## config.mk

```make
export PLATFORM = sky130hd
export DESIGN_NAME = aicc_unit
export DESIGN_NICKNAME = d
export VERILOG_FILES = /design/src/shared/aicc_pkg.sv /design/src/shared/aicc_disc_if.sv /design/src/verilog/aicc_disc_sync.sv /design/src/verilog/aicc_unit.sv
export SDC_FILE = /design/constraint.sdc
export NUM_CORES = 1
export LEC_CHECK = 0
export BUFFER_PORTS_ARGS = -buffer_cell sky130_fd_sc_hd__buf_2
export CAP_MARGIN = 0
export CORE_MARGIN = 1.5
export CORE_UTILIZATION = 30
export CTS_CLUSTER_DIAMETER = 80
export DETAILED_ROUTE_END_ITERATION = 7
export MAX_ROUTING_LAYER = met4
export PLACE_DENSITY = 0.55
export SLEW_MARGIN = 30
export SYNTH_ARGS = -nofsm -noshare
export SYNTH_HDL_FRONTEND = slang
export SYNTH_HIERARCHICAL = 1
export SYNTH_SLANG_ARGS = --single-unit
```

## constraint.sdc

```tcl
create_clock -name ref_clk -period 5.4 [get_ports ref_clk]
set_input_delay 0.27 -clock ref_clk [delete_from_list [all_inputs] [get_ports ref_clk]]
set_output_delay 0.27 -clock ref_clk [all_outputs]
set_load 0.02 [all_outputs]
```

## src/shared/aicc_pkg.sv

```systemverilog
// ==========================================================
// Shared constants for the calibration clear and alarm block
package aicc_pkg;
    // I/O word addressing
    localparam logic [15:0] AICC_BASE_WORD = 16'h07D0;
    localparam logic [15:0] AICC_UNIT_STEP = 16'h000A;
    localparam logic [15:0] AICC_OFS_CTL = 16'h0001;
    localparam logic [15:0] AICC_OFS_MON = 16'h0008;
    localparam logic [15:0] AICC_OFS_W9 = 16'h0009;
    localparam logic [15:0] AICC_OFS_W18 = 16'h0012;
    localparam logic [15:0] AICC_OFS_W19 = 16'h0013;
    // Control word fields
    localparam int AICC_CTL_SET_BIT = 4;
    localparam int AICC_CTL_CLR_BIT = 5;
    localparam logic [15:0] AICC_CTL_RESET = 16'h0000;
    // Alarm flag positions
    localparam int AICC_ALM_ADJ = 15;
    localparam int AICC_ALM_NVM = 14;
    localparam int AICC_ALM_INUM = 13;
    localparam int AICC_ALM_RANGE = 12;
    localparam int AICC_ALM_MEAN = 11;
    localparam int AICC_ALM_SCALE = 8;
    localparam logic [15:0] AICC_WORD_RESET = 16'h0000;
    // Timing
    localparam int AICC_CLK_MHZ = 125;
    localparam int AICC_LINK_TIMEOUT_US = 1000;
    localparam int AICC_LINK_TIMEOUT_CYC = AICC_LINK_TIMEOUT_US * AICC_CLK_MHZ;
    localparam int AICC_FLASH_HALF_MS = 250;
    localparam int AICC_FLASH_HALF_CYC = AICC_FLASH_HALF_MS * 1000 * AICC_CLK_MHZ;
    // Nonvolatile clear sequencer
    typedef enum logic [2:0] {
        AICC_ST_IDLE = 3'b001,
        AICC_ST_REQ = 3'b010,
        AICC_ST_WAIT = 3'b100
    } aicc_nvm_st_t;
    // Absolute word index of a unit word
    function automatic logic [15:0] aicc_word(input logic [15:0] base,
                                              input logic [15:0] ofs);
        aicc_word = base + ofs;
    endfunction : aicc_word
endpackage : aicc_pkg

```

## src/shared/aicc_disc_if.sv

```systemverilog
`timescale 1ns/1ps
// ==========================================================
// Disconnection sense path between top and filter
interface aicc_disc_if;
    logic [15:0] raw;
    logic [15:0] det;
    modport filt (input raw, output det);
    modport user (output raw, input det);
endinterface : aicc_disc_if

```

## src/verilog/aicc_disc_sync.sv

```systemverilog
`timescale 1ns/1ps
// ==========================================================
// Three-stage sync of open-wire sense, accepted on agreement
module aicc_disc_sync (
    // Clock and reset
    input wire logic ref_clk,
    input wire logic rst,
    // Sense path
    aicc_disc_if.filt dif
);
    logic [15:0] s1_ff;
    logic [15:0] s2_ff;
    logic [15:0] s3_ff;
    logic [15:0] det_ff;

    // Synchroniser chain; stage one feeds stage two, stage two feeds stage three
    always_ff @(posedge ref_clk or posedge rst) begin
        if (rst) begin
            s1_ff <= 16'h0000;
            s2_ff <= 16'h0000;
            s3_ff <= 16'h0000;
        end else begin
            s1_ff <= dif.raw;
            s2_ff <= s1_ff;
            s3_ff <= s2_ff;
        end
    end

    // Bit changes only where stages two and three agree
    always_ff @(posedge ref_clk or posedge rst) begin
        if (rst) begin
            det_ff <= 16'h0000;
        end else begin
            det_ff <= (s2_ff & s3_ff) | (det_ff & (s2_ff | s3_ff));
        end
    end

    assign dif.det = det_ff;
endmodule : aicc_disc_sync

```

## src/verilog/aicc_unit.sv

```systemverilog
`timescale 1ns/1ps
// ==========================================================
// Calibration clear, indicators and alarm words
// Operation
// - While clear bit is on, monitor word n+8 reads 0000.
// - Set bit rising with clear on restores default calibration in nonvolatile store.
// - Run lamp lit in normal mode, dark once CPU exchange stops.
// - Own errors light unit fault lamp and set matching flag.
// - Calibration lamp flashes in adjustment mode, dark otherwise.
// - Host link fault lamp lit on CPU exchange error.
// - Open-wire detection only for inputs on 1-5 V or 4-20 mA.
// - Eight-input word n+9: open-wire flags low byte, alarms high byte.
// - Sixteen-input: n+18 open-wire flags, n+19 alarms high, low byte zero.
// - Alarm 15 in adjustment mode; alarm 14 on nonvolatile error there.
// - Adjustment mode: alarm 13 bad input number, 12 input out of window.
// - Alarm 11 mean setting error; sixteen-input alarm 08 scaling error.
// - Open-wire input has its conversion data forced to 0000.
// - Normal-mode errors light fault and run lamps; flags self-clear.
// - Base word index is 2000 plus ten times unit number.
module aicc_unit import aicc_pkg::*; #(
    parameter int LINK_TIMEOUT_CYC = AICC_LINK_TIMEOUT_CYC,
    parameter int FLASH_HALF_CYC = AICC_FLASH_HALF_CYC
) (
    // Clock and reset
    input wire logic ref_clk,
    input wire logic rst,
    // Straps, caught after reset release
    input wire logic [6:0] unit_no,
    input wire logic wide_sel,
    input wire logic adj_mode_sel,
    // I/O refresh area access from the controller
    input wire logic io_wr,
    input wire logic io_rd,
    input wire logic [15:0] io_addr,
    input wire logic [15:0] io_wdata,
    output logic [15:0] io_rdata,
    output logic io_rvalid,
    input wire logic host_bus_err,
    // Converter side
    input wire logic [15:0] mon_data,
    input wire logic conv_valid,
    input wire logic [3:0] conv_ch,
    input wire logic [15:0] conv_data,
    output logic conv_q_valid,
    output logic [3:0] conv_q_ch,
    output logic [15:0] conv_q_data,
    // Input configuration and sensing
    input wire logic [15:0] range_live_zero,
    input wire logic [15:0] open_wire_pin,
    // Error conditions from the adjust and setup logic
    input wire logic inum_err,
    input wire logic adj_range_err,
    input wire logic mean_cfg_err,
    input wire logic scale_cfg_err,
    // Nonvolatile store
    output logic nvm_clear_req,
    input wire logic nvm_busy,
    input wire logic nvm_err,
    // Front panel
    output logic run_lamp,
    output logic unit_fault_lamp,
    output logic calibration_lamp,
    output logic host_link_fault_lamp
);
    aicc_disc_if dif ();
    aicc_nvm_st_t st_ff;
    logic strap_done_ff;
    logic [15:0] base_ff;
    logic wide_ff;
    logic adj_ff;
    logic [15:0] ctl_ff;
    logic set_prev_ff;
    logic nvm_alm_ff;
    logic [15:0] rdata_ff;
    logic rvalid_ff;
    logic [31:0] idle_cnt_ff;
    logic link_up_ff;
    logic [31:0] flash_cnt_ff;
    logic flash_ff;
    logic run_ff;
    logic fault_ff;
    logic cal_ff;
    logic hfault_ff;
    logic nvm_req_ff;
    logic cq_valid_ff;
    logic [3:0] cq_ch_ff;
    logic [15:0] cq_data_ff;
    logic [15:0] disc;
    logic [15:0] alarms;
    logic [15:0] word9;
    logic set_rise;
    logic acc;

    // ==========================================================
    // Open-wire sensing
    assign dif.raw = open_wire_pin;
    aicc_disc_sync u_disc (
        .ref_clk(ref_clk),
        .rst(rst),
        .dif(dif)
    );

    // Flags only for live-zero ranges; narrow unit sees eight inputs
    always_comb begin
        disc = dif.det & range_live_zero;
        if (!wide_ff) begin
            disc[15:8] = 8'h00;
        end
    end

    // ==========================================================
    // Straps: unit number, variant and mode, caught once
    always_ff @(posedge ref_clk or posedge rst) begin
        if (rst) begin
            strap_done_ff <= 1'b0;
            base_ff <= AICC_BASE_WORD;
            wide_ff <= 1'b0;
            adj_ff <= 1'b0;
        end else if (!strap_done_ff) begin
            strap_done_ff <= 1'b1;
            base_ff <= AICC_BASE_WORD + AICC_UNIT_STEP * {9'h000, unit_no};
            wide_ff <= wide_sel;
            adj_ff <= adj_mode_sel;
        end
    end

    // ==========================================================
    // Control word and set-bit edge
    assign set_rise = ctl_ff[AICC_CTL_SET_BIT] & ~set_prev_ff;

    always_ff @(posedge ref_clk or posedge rst) begin
        if (rst) begin
            ctl_ff <= AICC_CTL_RESET;
            set_prev_ff <= 1'b0;
        end else begin
            if (io_wr && io_addr == aicc_word(base_ff, AICC_OFS_CTL)) begin
                ctl_ff <= io_wdata;
            end
            set_prev_ff <= ctl_ff[AICC_CTL_SET_BIT];
        end
    end

    // Clear sequencer; edges arriving while busy are dropped
    always_ff @(posedge ref_clk or posedge rst) begin
        if (rst) begin
            st_ff <= AICC_ST_IDLE;
            nvm_req_ff <= 1'b0;
        end else begin
            nvm_req_ff <= 1'b0;
            unique case (st_ff)
                AICC_ST_IDLE: begin
                    if (set_rise && ctl_ff[AICC_CTL_CLR_BIT]) begin
                        st_ff <= AICC_ST_REQ;
                        nvm_req_ff <= 1'b1;
                    end
                end
                AICC_ST_REQ: begin
                    st_ff <= AICC_ST_WAIT;
                end
                AICC_ST_WAIT: begin
                    if (!nvm_busy) begin
                        st_ff <= AICC_ST_IDLE;
                    end
                end
                default: begin
                    st_ff <= AICC_ST_IDLE;
                end
            endcase
        end
    end

    // Write error stays until the next set-bit rise; a new error wins
    always_ff @(posedge ref_clk or posedge rst) begin
        if (rst) begin
            nvm_alm_ff <= 1'b0;
        end else if (nvm_err && adj_ff) begin
            nvm_alm_ff <= 1'b1;
        end else if (set_rise) begin
            nvm_alm_ff <= 1'b0;
        end
    end

    // ==========================================================
    // Alarm flags other than 14 follow their conditions, so they self-clear; 14 holds until a set-bit rise
    always_comb begin
        alarms = AICC_WORD_RESET;
        alarms[AICC_ALM_ADJ] = adj_ff;
        alarms[AICC_ALM_NVM] = nvm_alm_ff & adj_ff;
        alarms[AICC_ALM_INUM] = inum_err & adj_ff;
        alarms[AICC_ALM_RANGE] = adj_range_err & adj_ff;
        alarms[AICC_ALM_MEAN] = mean_cfg_err;
        alarms[AICC_ALM_SCALE] = scale_cfg_err & wide_ff;
    end

    assign word9 = {alarms[15:8], disc[7:0]};

    // ==========================================================
    // Word reads, one cycle latency; unmapped words read zero
    always_ff @(posedge ref_clk or posedge rst) begin
        if (rst) begin
            rdata_ff <= AICC_WORD_RESET;
            rvalid_ff <= 1'b0;
        end else begin
            rvalid_ff <= io_rd;
            rdata_ff <= AICC_WORD_RESET;
            if (io_rd) begin
                if (io_addr == aicc_word(base_ff, AICC_OFS_CTL)) begin
                    rdata_ff <= ctl_ff;
                end else if (io_addr == aicc_word(base_ff, AICC_OFS_MON)) begin
                    rdata_ff <= ctl_ff[AICC_CTL_CLR_BIT] ? 16'h0000 : mon_data;
                end else if (!wide_ff && io_addr == aicc_word(base_ff, AICC_OFS_W9)) begin
                    rdata_ff <= word9;
                end else if (wide_ff && io_addr == aicc_word(base_ff, AICC_OFS_W18)) begin
                    rdata_ff <= disc;
                end else if (wide_ff && io_addr == aicc_word(base_ff, AICC_OFS_W19)) begin
                    rdata_ff <= {alarms[15:8], 8'h00};
                end
            end
        end
    end

    // ==========================================================
    // Conversion data pass with open-wire forcing
    always_ff @(posedge ref_clk or posedge rst) begin
        if (rst) begin
            cq_valid_ff <= 1'b0;
            cq_ch_ff <= 4'h0;
            cq_data_ff <= 16'h0000;
        end else begin
            cq_valid_ff <= conv_valid;
            cq_ch_ff <= conv_ch;
            cq_data_ff <= disc[conv_ch] ? 16'h0000 : conv_data;
        end
    end

    // ==========================================================
    // Refresh watchdog: no access for the timeout means link lost
    assign acc = io_wr | io_rd;

    always_ff @(posedge ref_clk or posedge rst) begin
        if (rst) begin
            idle_cnt_ff <= 32'h0000_0000;
            link_up_ff <= 1'b0;
        end else if (acc) begin
            idle_cnt_ff <= 32'h0000_0000;
            link_up_ff <= 1'b1;
        end else if (idle_cnt_ff >= LINK_TIMEOUT_CYC[31:0] - 32'h0000_0001) begin
            link_up_ff <= 1'b0;
        end else begin
            idle_cnt_ff <= idle_cnt_ff + 32'h0000_0001;
        end
    end

    // Flash timebase, free running
    always_ff @(posedge ref_clk or posedge rst) begin
        if (rst) begin
            flash_cnt_ff <= 32'h0000_0000;
            flash_ff <= 1'b0;
        end else if (flash_cnt_ff >= FLASH_HALF_CYC[31:0] - 32'h0000_0001) begin
            flash_cnt_ff <= 32'h0000_0000;
            flash_ff <= ~flash_ff;
        end else begin
            flash_cnt_ff <= flash_cnt_ff + 32'h0000_0001;
        end
    end

    // ==========================================================
    // Lamps, registered so panel drive is glitch free
    always_ff @(posedge ref_clk or posedge rst) begin
        if (rst) begin
            run_ff <= 1'b0;
            fault_ff <= 1'b0;
            cal_ff <= 1'b0;
            hfault_ff <= 1'b0;
        end else begin
            run_ff <= ~adj_ff & link_up_ff & ~host_bus_err;
            fault_ff <= (|alarms[14:8]) | (|disc);
            cal_ff <= adj_ff & flash_ff;
            hfault_ff <= host_bus_err;
        end
    end

    assign io_rdata = rdata_ff;
    assign io_rvalid = rvalid_ff;
    assign conv_q_valid = cq_valid_ff;
    assign conv_q_ch = cq_ch_ff;
    assign conv_q_data = cq_data_ff;
    assign nvm_clear_req = nvm_req_ff;
    assign run_lamp = run_ff;
    assign unit_fault_lamp = fault_ff;
    assign calibration_lamp = cal_ff;
    assign host_link_fault_lamp = hfault_ff;
endmodule : aicc_unit

```

==> flow_summary.toml <==
[status]
status = "finished clean"

[layout]
area_growth_syn_to_layout_pct = 30.3
layout_common_cells = "201 x dfrtp_1, 163 x buf_2, 65 x nand2_1, 63 x nor2_1, 56 x dlygate4sd3_1"
layout_commonest_cell = "dfrtp_1"
nNetsFinal = 1123
utilization_pct = 39.9
drive_gt1_share_pct = 26.5

[timing]
finalCritPeriodShare_pct = 56.3
max_freq_mhz = 329
worstMarginPinSlew_ps = 838
worst_slack_ps = 2360
fin_crit_ps = 3040
fin_tns_setup_ps = 0
skew_ps = 14.1
hold_viol_final = 0
setup_viol = 0
slew_headroom_pct = 44.1
maxSlewViolCount = 0
rsz0062_at_grt = "no"

[die]
dieArea_um2 = 30400
core_um2 = 28800
num_io_pins = 164
die_w_um = 174
die_h_um = 174
rows = 62
initial_core_util_pct = 30.6

[detailed_routing]
ant_nets = 0
wire_per_inst_um = 15.6
drtIter0Drc = 328
drc = 0
dr.pass1.iters = 4
routed_wl_um = 21700
vias = 6269
viasPerCell = 4.50

[power_and_ir_drop]
pwr-share-clk_pct = 44.1
internal-power_mw = 2.91
switching_share_pct = 24.1
p_comb_share_pct = 11.1
irDropWorstVdd_mv = 0.239
p_per_area_nw_per_um2 = 334
switching_power_mw = 0.923
seqPwrFrac_pct = 44.8
total_leakage_power_nw = 5.26
p_total_mw = 3.83

[global_route]
grt_pass1_vias = 6441
grt_max_degree = 77
grt_antenna_before_repair = 9
grt.total_usage_pct = 14.9
grt_overflow = 0
grt_pass1_wl_um = 35100

[logic_synthesis]
syn_inst = 754
syn_area_um2 = 8810
synth_ff_type = "dfrtp_1"
yosysSeqAreaShare_pct = 59.1
avgSynthCellArea_um2 = 11.7
yosys_warnings = 6
synth.distinct_cells = 68
ys_seq_elements = 208
async_flop_share_pct = 100
synth_edf_count = 0

[cts]
cts_buffers = 24
htreeDepth = 1
insertion_delay_ps = 510
cts.path.max_buffers = 3
path_clk_slew_ps = 60
root_buffer = "clkbuf_16"
cts_sinks = 208
cts_tree = "done"

[setup_path]
startpoint = "base_ff[9]"
worstRegToRegCells = 7
crit_path_end_kind = "flop"
r2r-end = "ctl_ff[0]"
startpoint_type = "flop"
r2r_slack_ps = 2360
arrival_ps = 3430
reg2reg_from = "base_ff[9]"
path_class = "reg2reg"
crit_path_end = "ctl_ff[0]"
critPathMaxFanout = 27
worstPathRequired_ps = 5780

[place]
portBuffers = 163
hpwl_um = 15400
dpl_worst_slack_ps = 2270
place.gp.congestion = 0.854

[job]
maxCapViolations = 0

[hold_path]
min_path_type = "in2reg"
## through the flow
| stage | std cells | area, um2 | hold WS (ps) |
|---|---|---|---|
| final | 1394 | 11500 | 22.6 |
| after global routing | 1394 | 11500 | 8.69 |
| after CTS | 1385 | 11400 | 5.02 |
| after detailed placement | 1287 | 10100 | 335 |
| after global placement | 1287 | 10100 | 333 |
| after floorplan | 760 | 8840 | 301 |
## worst max-delay path, cell delays in order, from the launching register on
cell and delay, ps:
dfstp_2 610, xnor2_2 150, inv_1 80, or4_1 460, or4_1 880, clkinv_4 190, nand2_4 190, mux2_4 340
## logic make-up (layout without fill, tap and decap cells)
family | Yosys count | in the layout | share of synthesized area (%)
XOR/XNOR | 69 | 69 | 6.94
flip-flops | 208 | 208 | 59.1
adder cells (fa/ha/maj) | 33 | 33 | 4.54
AO/OA/AOI/OAI | 100 | 100 | 7.31
AND/OR/NAND/NOR | 269 | 269 | 15.3
multiplexers | 29 | 29 | 4.49
other | 2 | 17 | 0.0852
buffers and inverters | 44 | 285 | 2.17
## cells in the mapped netlist (4+ instances only)
cell type  number  share of area [%]
a21o_1          4               0.34
a21oi_1        13               0.74
a31oi_1        18                1.3
and2_1         37                2.6
and3_1          9               0.64
and4_1          6               0.60
buf_2           5               0.28
clkbuf_1       17               0.72
dfrtp_1       201                 57
dfstp_2         7                2.1
ha_1           16                2.3
inv_1          18               0.77
maj3_2         16                2.0
mux2_2         13                1.7
mux2_4         10                1.7
nand2_1        65                2.8
nand3_1        34                1.9
nand4_1        17                1.2
nor2_1         63                2.7
nor2b_1         5               0.35
nor3_1         10               0.57
nor3b_1         4               0.34
nor4_1          6               0.43
o21ai_0        33                1.9
xnor2_1        27                2.7
xor2_1         41                4.1
## state kept, by name, summed over array words and instances, names as in the netlist, 3 cells and up
register and cells:
idle_cnt_ff 32, conv_q_data 16, st_ff 3, u_disc/s2_ff 16, u_disc/s3_ff 16, base_ff 11
ctl_ff 16, io_rdata 16, flash_cnt_ff 32, u_disc/s1_ff 16, u_disc/dif.det 16, conv_q_ch 4
## final cells by class
type / instances / area [um2]
Antenna cell: 9 / 22.5
Multi-Input combinational cell: 508 / 3440
Tap cell: 384 / 480
Clock buffer: 32 / 682
Sequential cell: 208 / 5210
Inverter: 20 / 85.1
Fill cell: 2758 / 17300
Timing Repair Buffer: 223 / 1410
Clock inverter: 10 / 150
## per-layer routing
layer | share of wire, % | up-vias | wire length (um) | GRT usage, %
met5 | 0 | - | 0 | -
met4 | 2.7 | 0 | 587 | 4.49
met3 | 5.3 | 38 | 1160 | 3.28
met2 | 46 | 141 | 10000 | 22.8
met1 | 46 | 3018 | 9910 | 19.8
li1 | - | 3072 | - | -
## power by group through the flow
stage / logic (mW) / clock network [mW] / registers (mW)
after floorplan: 0.271 / 0 / 1.72
after global placement: 0.392 / 0 / 1.74
after detailed placement: 0.394 / 0 / 1.74
after CTS: 0.430 / 1.74 / 1.72
after global routing: 0.475 / 1.81 / 1.73
final: 0.427 / 1.69 / 1.72
## worst min-delay path by stage
stage                     cells after the start          endpoint  slack (ps)             start
after detailed placement                      0   u_disc/s2_ff[5]         330   u_disc/s1_ff[5]
after global routing                          2        base_ff[2]           9        unit_no[1]
after global placement                        0  u_disc/s2_ff[15]         330  u_disc/s1_ff[15]
after CTS                                     3       io_rdata[6]           5       mon_data[6]
final                                         3       io_rdata[6]          20       mon_data[6]
after floorplan                               0      conv_q_ch[0]         300        conv_ch[0]
## what timing repair did
| action | in CTS | in global routing |
|---|---|---|
| setup buffers | 0 | 0 |
| resized for setup | 0 | 0 |
| endpoints found under the hold margin | 125 | 0 |
| hold buffers | 56 | 0 |
Power figures use the tool's default switching activity.
